--- src/hw/lnb_pkg.sv ---
// Shared constants, field layouts and state types for the antenna supply
// protection and diagnostic controller.
// Assumes a single 250 MHz system clock and a synchronous active-high reset.
//
// Operation
// Envelope mode: external select clear, tone enabled.
// Tone starts about 6 us after rise.
// Tone stops 15 to 60 us after fall.
// Four level bits select output voltage.
// Three diagnostic flags, zero without failure.
// Flags latch until cause gone and read.
// Lockout ignores commands, clears all data bits.
// Leaving lockout makes command port operational.
// Low supply sets flag, drives fault low.
// Limit select picks static clamp or pulsed.
// Pulsed: 90 ms on, 900 ms off, flag.
// Retry on window; repeat off while overloaded.
// Static clamp sets flag at clamp limit.
// Host starts capacitive loads in static mode.
// Overload restart one: clear level bits.
// Overload restart zero: re-enable automatically.
// Overheat shuts converter and regulator, sets flag.
// Overheat restart one: clear level bits.
// Overheat restart zero: re-enable automatically.
// Continuous tone: envelope high, tone bit alone.
// Window durations come from counted clock cycles.

package lnb_pkg;

  // Clock period of clk_sys in nanoseconds.
  localparam int CLK_PERIOD_NS = 4;

  // Envelope tone start delay, as a time and as a cycle count.
  localparam int TONE_ON_DLY_NS = 6000;
  localparam int TONE_ON_CYC = TONE_ON_DLY_NS / CLK_PERIOD_NS;

  // Envelope tone stop window; the least time is rounded up.
  localparam int TONE_OFF_MIN_NS = 15000;
  localparam int TONE_OFF_MAX_NS = 60000;
  localparam int TONE_OFF_CYC =
    (TONE_OFF_MIN_NS + CLK_PERIOD_NS - 1) / CLK_PERIOD_NS;

  // Width of the tone delay counter.
  localparam int TONE_CNT_W = 12;

  // Pulsed overload windows in milliseconds and in cycles.
  localparam int ON_WIN_MS = 90;
  localparam int OFF_WIN_MS = 900;
  localparam int CYC_PER_MS = 1000000 / CLK_PERIOD_NS;
  localparam int ON_WIN_CYC = ON_WIN_MS * CYC_PER_MS;
  localparam int OFF_WIN_CYC = OFF_WIN_MS * CYC_PER_MS;

  // Width of the window timer, enough for the off window.
  localparam int TMR_W = 28;

  // Output level field width and the code that disables the output.
  localparam int LEVEL_W = 4;
  localparam logic [LEVEL_W-1:0] LEVEL_OFF = 4'h0;

  // Control register image written by the host.
  typedef struct packed {
    logic [LEVEL_W-1:0] output_level_bits; // Output voltage code.
    logic external_tone_select;            // Pin carries the 22 kHz wave.
    logic tone_on_bit;                     // Tone enable.
    logic pulsed_limit_select;             // 1 static clamp, 0 pulsed.
    logic overload_restart_mode;           // 1 needs a rewrite of levels.
    logic overheat_restart_mode;           // 1 needs a rewrite of levels.
  } lnb_cfg_t;

  // Diagnostic status register image.
  typedef struct packed {
    logic overheat_flag;   // Junction overtemperature seen.
    logic overload_flag;   // Output overload seen.
    logic supply_low_flag; // Input supply below minimum seen.
  } lnb_diag_t;

  // Pulsed overload protection sequence.
  typedef enum logic [1:0] {
    OL_IDLE,  // Normal operation.
    OL_HOLD,  // First on window while overloaded.
    OL_OFF,   // Output shut down.
    OL_RETRY  // Output resumed for one on window.
  } lnb_ol_state_t;

endpackage

--- src/hw/lnb_win_timer.sv ---
// One-shot down counter that times the overload on and off windows.
// Assumes the loader issues a one-cycle load pulse with a nonzero count.

`timescale 1ns/10ps

module lnb_win_timer
  import lnb_pkg::*;
#(
  parameter int W = TMR_W // Counter width.
)
(
  input wire logic clk_sys,           // System clock.
  input wire logic srst,              // Synchronous reset, active high.
  input wire logic load,              // Start a window, one-cycle pulse.
  input wire logic [W-1:0] load_val,  // Window length in cycles.
  output logic busy,                  // Window running.
  output logic done                   // Window ended, one-cycle pulse.
);

  // Complete state of the timer.
  typedef struct packed {
    logic [W-1:0] cnt; // Cycles left minus one.
    logic busy;        // Counting.
    logic done;        // End pulse.
  } lnb_tmr_t;

  lnb_tmr_t st_ff;  // Registered state.
  lnb_tmr_t nxt_st; // Next state.

  ////////////////////////////////////////////////////////////////////////////

  // A load restarts the count at once, so a new window never inherits an
  // old remainder.
  always_comb
  begin
    nxt_st = st_ff;
    nxt_st.done = 1'b0;
    if (load)
    begin
      nxt_st.cnt = load_val - W'(1);
      nxt_st.busy = 1'b1;
    end
    else if (st_ff.busy)
    begin
      // The last cycle of the window raises the end pulse.
      if (st_ff.cnt == '0)
      begin
        nxt_st.busy = 1'b0;
        nxt_st.done = 1'b1;
      end
      else
      begin
        nxt_st.cnt = st_ff.cnt - W'(1);
      end
    end
  end

  // Registers the timer state.
  always_ff @(posedge clk_sys)
  begin
    if (srst)
    begin
      st_ff <= '0;
    end
    else
    begin
      st_ff <= nxt_st;
    end
  end

  assign busy = st_ff.busy;
  assign done = st_ff.done;

endmodule

--- src/hw/lnb_protect_diag_ctrl.sv ---
// Control logic of the antenna supply device: tone gating, diagnostic
// flags, pulsed overload timing, restart policies and lockout clearing.
// Assumes the analog detectors and the envelope pin are asynchronous, and
// that a serial front end delivers one-cycle write and read strobes.

`timescale 1ns/10ps

module lnb_protect_diag_ctrl
  import lnb_pkg::*;
#(
  parameter int ON_CYC = ON_WIN_CYC,  // On window length in cycles.
  parameter int OFF_CYC = OFF_WIN_CYC // Off window length in cycles.
)
(
  input wire logic clk_sys,             // System clock, 250 MHz.
  input wire logic srst,                // Synchronous reset, active high.
  input wire logic envelope_input,      // Envelope or external tone pin.
  input wire logic undervoltage_lock,   // Supply below lockout level.
  input wire logic low_supply_detect,   // Supply below minimum.
  input wire logic overload_detect,     // Output current at its limit.
  input wire logic overheat_detect,     // Junction too hot.
  input wire logic cfg_wr,              // Control write, one-cycle pulse.
  input wire lnb_cfg_t cfg_wdata,       // Control value to write.
  input wire logic stat_rd,             // Status read, one-cycle pulse.
  output lnb_cfg_t cfg_q,               // Control register contents.
  output lnb_diag_t diag_status,        // Diagnostic status register.
  output logic [LEVEL_W-1:0] output_level_bits, // Selected output level.
  output logic tone_out_en,             // Gate of the internal tone.
  output logic boost_en,                // Step-up converter enable.
  output logic ldo_en,                  // Linear regulator enable.
  output logic static_clamp_en,         // Static current clamp chosen.
  output logic fault_out_n,             // Fault pin, active low.
  output logic serial_ready             // Command port operational.
);

  ////////////////////////////////////////////////////////////////////////////
  // State.

  // Complete state of the controller in one record.
  typedef struct packed {
    logic env_m;                      // Envelope pin, first stage.
    logic env_s;                      // Envelope pin, synchronised.
    logic uv_m;                       // Lockout detector, first stage.
    logic uv_s;                       // Lockout detector, synchronised.
    logic lp_m;                       // Low supply, first stage.
    logic lp_s;                       // Low supply, synchronised.
    logic ol_m;                       // Overload, first stage.
    logic ol_s;                       // Overload, synchronised.
    logic ot_m;                       // Overheat, first stage.
    logic ot_s;                       // Overheat, synchronised.
    logic ol_d;                       // Overload one cycle earlier.
    logic ot_d;                       // Overheat one cycle earlier.
    lnb_cfg_t cfg;                    // Control register.
    lnb_diag_t diag;                  // Sticky diagnostic flags.
    logic [TONE_CNT_W-1:0] tcnt;      // Tone delay counter.
    logic tone_en;                    // Tone gate.
    logic boost_en;                   // Converter enable.
    logic ldo_en;                     // Regulator enable.
    logic fault_n;                    // Fault pin level.
    logic ready;                      // Command port open.
    lnb_ol_state_t ol_state;          // Pulsed overload sequence.
  } lnb_state_t;

  lnb_state_t st_ff;  // Registered state.
  lnb_state_t nxt_st; // Next state.

  logic tmr_load;             // Start a window.
  logic [TMR_W-1:0] tmr_val;  // Length of that window.
  logic tmr_busy;             // Window running.
  logic tmr_done;             // Window ended.
  logic ol_set;               // Overload flag set event.
  logic ol_cause;             // Overload cause still present.
  logic ol_end;               // Overload over, restart policy applies.
  logic ot_end;               // Overheat over, restart policy applies.

  // Window lengths at the timer's width.
  localparam logic [TMR_W-1:0] ON_LEN = TMR_W'(ON_CYC);
  localparam logic [TMR_W-1:0] OFF_LEN = TMR_W'(OFF_CYC);

  ////////////////////////////////////////////////////////////////////////////
  // Window timer.

  // Times the on and off windows of the pulsed overload protection.
  lnb_win_timer #(
    .W(TMR_W)
  ) u_timer (
    .clk_sys(clk_sys),
    .srst(srst),
    .load(tmr_load),
    .load_val(tmr_val),
    .busy(tmr_busy),
    .done(tmr_done)
  );

  ////////////////////////////////////////////////////////////////////////////
  // Next-state logic.

  // Computes the whole next state from the registered state and inputs.
  always_comb
  begin
    nxt_st = st_ff;
    tmr_load = 1'b0;
    tmr_val = ON_LEN;
    ol_set = 1'b0;
    ol_end = 1'b0;

    // Two-stage synchronisers; only the second stage is read below.
    nxt_st.env_m = envelope_input;
    nxt_st.env_s = st_ff.env_m;
    nxt_st.uv_m = undervoltage_lock;
    nxt_st.uv_s = st_ff.uv_m;
    nxt_st.lp_m = low_supply_detect;
    nxt_st.lp_s = st_ff.lp_m;
    nxt_st.ol_m = overload_detect;
    nxt_st.ol_s = st_ff.ol_m;
    nxt_st.ot_m = overheat_detect;
    nxt_st.ot_s = st_ff.ot_m;
    nxt_st.ol_d = st_ff.ol_s;
    nxt_st.ot_d = st_ff.ot_s;

    // Pulsed protection runs only when the static clamp is not chosen.
    if (st_ff.cfg.pulsed_limit_select)
    begin
      // Static clamp: the clamp holds the current, the flag records it.
      nxt_st.ol_state = OL_IDLE;
      if (st_ff.ol_s)
      begin
        ol_set = 1'b1;
      end
      if (st_ff.ol_d && !st_ff.ol_s)
      begin
        ol_end = 1'b1;
      end
    end
    else
    begin
      unique case (st_ff.ol_state)
        OL_IDLE:
        begin
          // Overload found: keep supplying for one on window.
          if (st_ff.ol_s)
          begin
            nxt_st.ol_state = OL_HOLD;
            tmr_load = 1'b1;
            tmr_val = ON_LEN;
          end
        end
        OL_HOLD:
        begin
          // On window over: shut down and raise the flag together.
          if (tmr_done)
          begin
            nxt_st.ol_state = OL_OFF;
            tmr_load = 1'b1;
            tmr_val = OFF_LEN;
            ol_set = 1'b1;
          end
        end
        OL_OFF:
        begin
          // Off window over: resume for a fresh on window.
          if (tmr_done)
          begin
            nxt_st.ol_state = OL_RETRY;
            tmr_load = 1'b1;
            tmr_val = ON_LEN;
          end
        end
        OL_RETRY:
        begin
          // Still overloaded at the end: cycle again, else resume.
          if (tmr_done)
          begin
            if (st_ff.ol_s)
            begin
              nxt_st.ol_state = OL_OFF;
              tmr_load = 1'b1;
              tmr_val = OFF_LEN;
              ol_set = 1'b1;
            end
            else
            begin
              nxt_st.ol_state = OL_IDLE;
              ol_end = 1'b1;
            end
          end
        end
      endcase
    end

    // The overload cause lasts while detected or while the cycle runs.
    ol_cause = st_ff.ol_s || (st_ff.ol_state != OL_IDLE);
    ot_end = st_ff.ot_d && !st_ff.ot_s;

    // Sticky flags: a set in the same cycle as a read wins over the clear,
    // and a read only clears a flag whose cause has gone.
    nxt_st.diag.overload_flag = ol_set ||
      (st_ff.diag.overload_flag && !(stat_rd && !ol_cause));
    nxt_st.diag.overheat_flag = st_ff.ot_s ||
      (st_ff.diag.overheat_flag && !(stat_rd && !st_ff.ot_s));
    nxt_st.diag.supply_low_flag = st_ff.lp_s ||
      (st_ff.diag.supply_low_flag && !(stat_rd && !st_ff.lp_s));

    // Control register: lockout clears it and blocks writes.
    if (st_ff.uv_s)
    begin
      nxt_st.cfg = '0;
      nxt_st.ol_state = OL_IDLE;
    end
    else
    begin
      // Restart policies; with mode zero the levels stay and the output
      // comes back by itself.
      if (ol_end && st_ff.cfg.overload_restart_mode)
      begin
        nxt_st.cfg.output_level_bits = LEVEL_OFF;
      end
      if (ot_end && st_ff.cfg.overheat_restart_mode)
      begin
        nxt_st.cfg.output_level_bits = LEVEL_OFF;
      end
      // A host write lands after the policy clear, so a rewrite wins.
      if (cfg_wr)
      begin
        nxt_st.cfg = cfg_wdata;
      end
    end
    nxt_st.ready = !st_ff.uv_s;

    // Power enables: a zero level, lockout or heat stop the converter; the
    // off window also stops the regulator.
    nxt_st.boost_en = (nxt_st.cfg.output_level_bits != LEVEL_OFF) &&
      !st_ff.uv_s && !st_ff.ot_s;
    nxt_st.ldo_en = nxt_st.boost_en &&
      (nxt_st.ol_state != OL_OFF);
    nxt_st.fault_n = !nxt_st.diag.supply_low_flag;

    // Tone gate.
    if (!st_ff.cfg.tone_on_bit)
    begin
      // Tone disabled: gate closed at once.
      nxt_st.tone_en = 1'b0;
      nxt_st.tcnt = '0;
    end
    else if (st_ff.cfg.external_tone_select)
    begin
      // External wave: the pin drives the carrier gate directly.
      nxt_st.tone_en = st_ff.env_s;
      nxt_st.tcnt = '0;
    end
    else if (st_ff.env_s != st_ff.tone_en)
    begin
      // Envelope changed: wait out the start or stop delay first; a pin
      // that returns early restarts the count.
      if (st_ff.tcnt == (st_ff.tone_en ? TONE_CNT_W'(TONE_OFF_CYC - 1)
                                       : TONE_CNT_W'(TONE_ON_CYC - 1)))
      begin
        nxt_st.tone_en = st_ff.env_s;
        nxt_st.tcnt = '0;
      end
      else
      begin
        nxt_st.tcnt = st_ff.tcnt + TONE_CNT_W'(1);
      end
    end
    else
    begin
      nxt_st.tcnt = '0;
    end
  end

  // Registers the whole controller state.
  always_ff @(posedge clk_sys)
  begin
    if (srst)
    begin
      st_ff <= '0;
      st_ff.fault_n <= 1'b1;
    end
    else
    begin
      st_ff <= nxt_st;
    end
  end

  ////////////////////////////////////////////////////////////////////////////
  // Outputs, all taken straight from registers.

  assign cfg_q = st_ff.cfg;
  assign diag_status = st_ff.diag;
  assign output_level_bits = st_ff.cfg.output_level_bits;
  assign tone_out_en = st_ff.tone_en;
  assign boost_en = st_ff.boost_en;
  assign ldo_en = st_ff.ldo_en;
  assign static_clamp_en = st_ff.cfg.pulsed_limit_select;
  assign fault_out_n = st_ff.fault_n;
  assign serial_ready = st_ff.ready;
endmodule

--- config.mk ---
export PLATFORM = sky130hd
export DESIGN_NAME = lnb_protect_diag_ctrl
export DESIGN_NICKNAME = d
export VERILOG_FILES = /design/src/hw/lnb_pkg.sv /design/src/hw/lnb_win_timer.sv /design/src/hw/lnb_protect_diag_ctrl.sv
export SDC_FILE = /design/constraint.sdc
export NUM_CORES = 1
export LEC_CHECK = 0
export BUFFER_PORTS_ARGS = -buffer_cell sky130_fd_sc_hd__buf_2
export CAP_MARGIN = 15
export CORE_UTILIZATION = 55
export DETAILED_ROUTE_END_ITERATION = 7
export PLACE_DENSITY = 0.85
export SLEW_MARGIN = 25
export SYNTH_ARGS = -nofsm -noshare
export SYNTH_HDL_FRONTEND = slang
export SYNTH_HIERARCHICAL = 1
export SYNTH_SLANG_ARGS = --single-unit
--- constraint.sdc ---
create_clock -name clk_sys -period 8.21 [get_ports clk_sys]
set_input_delay 1.642 -clock clk_sys [delete_from_list [all_inputs] [get_ports clk_sys]]
set_output_delay 1.642 -clock clk_sys [all_outputs]
set_load 0.05 [all_outputs]
==> qor.txt, run 1 <==
Global-route wire length before repair = 15.0 mm
Fillers = 612
Period minus WS final = 3.02 ns
PortBufs = 39
Final core occ = 0.644
CTS resizes = 0
1st-iter DRT viols = 323
Worst slew pin tran = 0.807 ns
Clock Tree Root = clkbuf_8
Total iterations of the first detailed-routing run = 5
Worst endpoint required time = 8.49 ns
Number of hold buffers added after cts = 0
Vias in the first global route = 3229
Worst EP arrival = 3.30 ns
Drt drc = 0
Most common cell after layout, fill and taps aside = dfxtp_1
Uppermost layer routed = met4
Post-CTS Setup Bufs = 0
Share of cells above drive strength 1 = 0.139
WL final = 9.16 mm
Most frequent cells in the layout = dfxtp_1 (73), nor2_1 (62), conb_1 (49), buf_2 (39)
Initial Util = 0.565
# nets final = 580
Final Skew = 0.00601 ns
Area grow syn2layout = 13.9%
Die Y = 88.1 um
Synthesized cell area = 4080 um^2
DR vias = 3698
Final hold viol count = 0
Slew Limit Fails = 0
FF+latch count, synth = 73
Worst-Skew Late Latency = 0.35 ns
Syn_area_per_cell = 8.38 um^2
Total GRT Usage = 0.250
Leakage = 1.84 nW
Unrepaired setup endpoints after global routing = no
Placed cell area = 4390 um^2
Max Cap Viol = 0
Tcrit/Tclk final = 0.368
Power Density = 262 nW/um^2
Area of the core = 7210 um^2
Status = completed
Total grt overflow = 0
Fmax = 0.331 GHz
H-tree levels = 3
Slew margin rel. = 0.457
Die Wd = 88.1 um
Sum Neg Setup Slack = 0 ns
Clock Sinks = 73
VDD IR max = 0.118 mV
Hold Crit Class = flop to flop
Syn Inst Count = 487
CTS Buffer Depth = 2
Met2 wire len = 4.37 mm
Metal-1 WL = 4.03 mm
Setup Viol. Count Final = 0
Yosys cell types = 58
Largest net degree at the start of global routing = 42
I/O pin total = 40
Initial antenna violation count = 0
DP HPWL = 6.40 mm
Crit-path max FO = 19
WS Path Type = flop to flop
RD Place Congestion = 0.920
Total die area = 7760 um^2
Antenna cell count = 0
Drt wl/cell = 13.9 um
Ys async rst share = 0
Crit path capture type = flop
Post-route cell area = 4650 um^2
CTS tree = built
Routed wl met3 = 550 um
Startpoint types = flop
Synth warn = 6
TritonCTS Buffers = 9
Routed vias/inst = 5.61
Routed Antenna Nets = 0
Number of core rows = 31
Register area share after synthesis = 0.358
Ys flop type = dfxtp_1
Clock-pin slew on the worst setup and hold paths = 0.08 ns
Post-synth EDFFs = 0
-- metrics by stage --
step                      hold slack, ns  total power [W]  cells  setup WS, ns
after floorplan                    0.414         0.000768    534          5.31
after global placement             0.420         0.000836    642          5.14
after detailed placement           0.426         0.000851    642          5.06
after CTS                          0.452          0.00121    658          5.07
after global routing               0.465          0.00128    659          4.86
final                              0.447          0.00122    659          5.19
-- synthesized netlist by cell type (all sizes together), types with 8 or more instances --
library cell / number / area, um^2
a21o: 10 / 75.1
xnor2: 30 / 263
or4: 8 / 67.6
xor2: 16 / 140
inv: 14 / 52.6
nor2: 62 / 233
nor2b: 13 / 81.3
nand3: 17 / 90.1
nand2: 30 / 113
a21oi: 22 / 114
o21ai: 12 / 60.1
nor3: 29 / 150
buf: 22 / 175
dfxtp: 73 / 1460
clkbuf: 10 / 37.5
nor4: 16 / 121
-- final cells by class --
class | instances | area, um^2 | area share
multi-input cells | 415 | 2540 | 0.546
flip-flops and latches | 73 | 1460 | 0.314
repair buffers | 42 | 218 | 0.0468
clock buffers | 12 | 155 | 0.0334
well taps | 99 | 124 | 0.0267
clock inverters | 4 | 98.8 | 0.0213
inverters | 14 | 52.6 | 0.0113
-- power breakdown --
group          total [W]  switching (W)  leakage (nW)  internal, W
registers       0.000423      0.0000354         0.596     0.000388
clock network   0.000356       0.000137         0.127     0.000219
logic           0.000439       0.000293          1.12     0.000146
total            0.00122       0.000465          1.84     0.000754
-- metal layers --
metal  vias to the layer above  GRT usage
li1                       1830          -
met1                      1699      0.313
met2                       148      0.426
met3                        21     0.0368
met4                         0      0.111
met5                         -          0
-- worst max-delay path, cell delays in order (launching register included) --
cell     delay, ns
dfxtp_1       0.41
inv_1         0.09
ha_1          0.28
nor2_1        0.19
o21ai_0       0.11
a21o_1        0.41
nor4_2        0.62
nand2_1       0.17
nor3_1        0.22
xnor2_1       0.10
a21o_1        0.20
a21oi_1       0.13
-- worst paths after layout --
| kind | startpoint | to | slack [ns] | cells after the start |
|---|---|---|---|---|
| max reg2reg | st_ff[0] | u_timer/st_ff[10] | 5.19 | 11 |
| min | nxt_st[39] | st_ff[39] | 0.45 | 1 |
| min reg2reg | nxt_st[39] | st_ff[39] | 0.45 | 1 |
| max | st_ff[0] | u_timer/st_ff[10] | 5.19 | 11 |
-- cells by family (layout without fill, tap and decap cells) --
logic type | after synthesis | count (layout) | share of synthesized area
mux | 7 | 7 | 0.0175
flops | 73 | 73 | 0.358
buf+inv | 46 | 72 | 0.0650
other cells | 2 | 49 | 0.00184
fa+ha+maj | 7 | 7 | 0.0215
simple gates | 215 | 215 | 0.280
xor+xnor | 46 | 46 | 0.0988
compound gates | 91 | 91 | 0.157
-- registers in the layout, summed over array words and instances (netlist names), 3 cells and up --
name and cells:
nxt_st 7, diag_status 3, st_ff 19, u_timer/st_ff 28, output_level_bits 4, cfg_q 4
No activity file was read; power rests on OpenSTA's default activity.
==> run 2, diff against run 1 <==
==> constraint.sdc (replaced) <==
create_clock -name clk_sys -period 3 [get_ports clk_sys]
set_input_delay 0.6 -clock clk_sys [delete_from_list [all_inputs] [get_ports clk_sys]]
set_output_delay 0.6 -clock clk_sys [all_outputs]
set_load 0.05 [all_outputs]
==> run 2 against run 1 <==
Clock power rose to 2.6 times the previous value. Worst setup slack worse by 4.8 ns. Sequential share of layout area down 0.11 points. Register-to-register slack worse by 4.8 ns. Largest cell class unchanged. Largest power group unchanged.
==> qor.txt, run 2 (synthesis gave the netlist of run 1 again) <==
Final hold viol count = 0 (unchanged)
Worst path slowest cell = nor4_2 (unchanged)
Clk network pwr share = 0.278 (was 0.292)
GR peak layer = met2 (unchanged)
Number of hold buffers added after cts = 0 (unchanged)
Initial antenna violation count = 0 (unchanged)
Routed vias/inst = 5.53 (was 5.61)
Worst slew pin tran = 0.709 ns (was 0.807 ns)
Net Sw Power = 0.00123 W (was 0.000465 W)
Share of cells above drive strength 1 = 0.145 (was 0.139)
Clock Sinks = 73 (unchanged)
Worst-Skew Late Latency = 0.35 ns (about the same)
Beginning of the worst hold path = nxt_st[35] (was nxt_st[39])
DR vias = 3668 (was 3698)
Cells on worst reg2reg path = 11 (unchanged)
Drt drc = 0 (unchanged)
Setup Viol. Count Final = 0 (unchanged)
M1 GR Usage = 0.289 (was 0.313)
Status = completed (unchanged)
VDD IR max = 0.422 mV (was 0.118 mV)
Post-route cell area = 4660 um^2 (was 4650 um^2)
Sw frac = 0.377 (was 0.381)
M3 GR Usage = 0.0556 (was 0.0368)
Final Skew = 0.00948 ns (was 0.00601 ns)
Routed Antenna Nets = 0 (unchanged)
Leakage = 1.85 nW (was 1.84 nW)
Met2 Use GR = 0.433 (was 0.426)
Initial Util = 0.565 (unchanged)
Startpoint types = flop (unchanged)
WL final = 9.03 mm (was 9.16 mm)
I/O pin total = 40 (unchanged)
Total grt overflow = 0 (unchanged)
Worst EP arrival = 2.86 ns (was 3.30 ns)
Die Wd = 88.1 um (unchanged)
Total iterations of the first detailed-routing run = 4 (was 5)
Critical Path, Cell by Cell = inv_1 > ha_1 > nor2_1 > o21ai_0 > a21o_1 > nor4_2 > nand2_1 > nor3_1 > xnor2_1 > a21o_1 > a21oi_1 (unchanged)
PortBufs = 39 (unchanged)
Reg2reg start = st_ff[0] (unchanged)
Area of the core = 7210 um^2 (unchanged)
Worst R2R End = u_timer/st_ff[10] (unchanged)
Global-route wire length before repair = 15.0 mm (about the same)
Critical path's most frequent cell = a21o_1 (unchanged)
DP HPWL = 6.45 mm (was 6.40 mm)
Register-to-register setup slack = 0.43 ns (was 5.19 ns)
Total die area = 7760 um^2 (unchanged)
Antenna cell count = 0 (unchanged)
Drt wl/cell = 13.6 um (was 13.9 um)
CTS resizes = 0 (unchanged)
Area grow syn2layout = 14.3% (was 13.9%)
Largest net degree at the start of global routing = 29 (was 42)
Slew margin rel. = 0.523 (was 0.457)
Worst hold stages = 1 (unchanged)
Final core occ = 0.646 (was 0.644)
Die Y = 88.1 um (unchanged)
Total GRT Usage = 0.248 (was 0.250)
Period minus WS final = 2.57 ns (was 3.02 ns)
RD Place Congestion = 1.02 (was 0.920)
Max reg flops = 28 (unchanged)
CTS tree = built (unchanged)
Most frequent cells in the layout = dfxtp_1 (73), nor2_1 (62), conb_1 (49), buf_2 (39) (unchanged)
Power Density = 702 nW/um^2 (was 262 nW/um^2)
Crit-path max cell delay = 0.54 ns (was 0.62 ns)
CTS Buffer Depth = 2 (unchanged)
Slew Limit Fails = 0 (unchanged)
Crit-path max FO = 7 (was 19)
Max Cap Viol = 0 (unchanged)
1st-iter DRT viols = 152 (was 323)
Pint = 0.00204 W (was 0.000754 W)
Total power = 0.00327 W (was 0.00122 W)
Crit path capture type = flop (unchanged)
Most common cell after layout, fill and taps aside = dfxtp_1 (unchanged)
TritonCTS Buffers = 9 (unchanged)
Hold endpoint = nxt_st[32] (was st_ff[39])
Clock-pin slew on the worst setup and hold paths = 0.08 ns (about the same)
# nets final = 585 (was 580)
Post-CTS Setup Bufs = 0 (unchanged)
H-tree levels = 3 (unchanged)
Vias in the first global route = 3406 (was 3229)
Unrepaired setup endpoints after global routing = no (unchanged)
Tcrit/Tclk final = 0.858 (was 0.368)
Placed cell area = 4430 um^2 (was 4390 um^2)
Sum Neg Setup Slack = 0 ns (unchanged)
Combinational power share = 0.369 (was 0.360)
Fmax = 0.388 GHz (was 0.331 GHz)
Worst endpoint required time = 3.29 ns (was 8.49 ns)
Hold Crit Class = flop to flop (unchanged)
Number of core rows = 31 (unchanged)
Most flops, register = u_timer/st_ff (unchanged)
Sequential share of power = 0.352 (was 0.348)
WS Path Type = flop to flop (unchanged)
Clock Tree Root = clkbuf_8 (unchanged)
==> run 2: changes by cell type in the layout (fill, tap and decap cells not counted), sizes merged <==
cell / before / now
buf: 42 / 47
clkbuf: 12 / 10
clkinv: 1 / 0
clkinvlp: 0 / 2
==> run 2: critical path: cells and delay by family (launching register included) <==
kind | cells | cell delay [ns]
flip-flops | 1 | 0.39
buffers and inverters | 1 | 0.09
adder cells (fa/ha/maj) | 1 | 0.27
XOR/XNOR | 1 | 0.09
AO/OA/AOI/OAI | 4 | 0.59
AND/OR/NAND/NOR | 4 | 1.10
==> run 2: cell type report <==
| cell class | instances | area, um^2 |
|---|---|---|
| Inverter | 14 | 52.6 |
| Fill cell | 614 | 2550 |
| Clock inverter | 5 | 105 |
| Tap cell | 99 | 124 |
| Timing Repair Buffer | 47 | 255 |
| Sequential cell | 73 | 1460 |
| Multi-Input combinational cell | 415 | 2540 |
| Clock buffer | 10 | 128 |
==> run 2: how the worst max path moves through the flow <==
stage / end / slack, ns / cells after the start / from
after floorplan: u_timer/st_ff[9] / 0.1 / 7 / static_clamp_en
after global placement: u_timer/st_ff[17] / 0.54 / 7 / u_timer/st_ff[10]
after detailed placement: u_timer/st_ff[10] / 0.47 / 11 / st_ff[0]
after CTS: u_timer/st_ff[10] / 0.44 / 11 / st_ff[0]
after global routing: u_timer/st_ff[10] / 0.21 / 11 / st_ff[0]
final: u_timer/st_ff[10] / 0.43 / 11 / st_ff[0]
==> run 2: routing by layer <==
| layer | wire (um) | part of all wire |
|---|---|---|
| met4 | 193 | 0.021 |
| met2 | 4380 | 0.49 |
| met5 | 0 | 0 |
| met1 | 4020 | 0.44 |
| met3 | 439 | 0.049 |
==> run 2: power by group through the flow <==
| stage | logic (W) | registers [W] | clock network, W |
|---|---|---|---|
| final | 0.00121 | 0.00115 | 0.000911 |
| after global routing | 0.00133 | 0.00117 | 0.000969 |
| after CTS | 0.00119 | 0.00115 | 0.000924 |
| after detailed placement | 0.00118 | 0.00117 | 0 |
| after global placement | 0.00115 | 0.00117 | 0 |
| after floorplan | 0.000926 | 0.00118 | 0 |
==> run 2: metrics by stage <==
stage / worst slack (ns) / hold slack, ns / instances
floorplan: 0.0977 / 0.414 / 534
global placement: 0.537 / 0.420 / 648
detailed placement: 0.469 / 0.427 / 648
CTS: 0.437 / 0.444 / 663
global route: 0.206 / 0.467 / 663
finish: 0.426 / 0.445 / 663
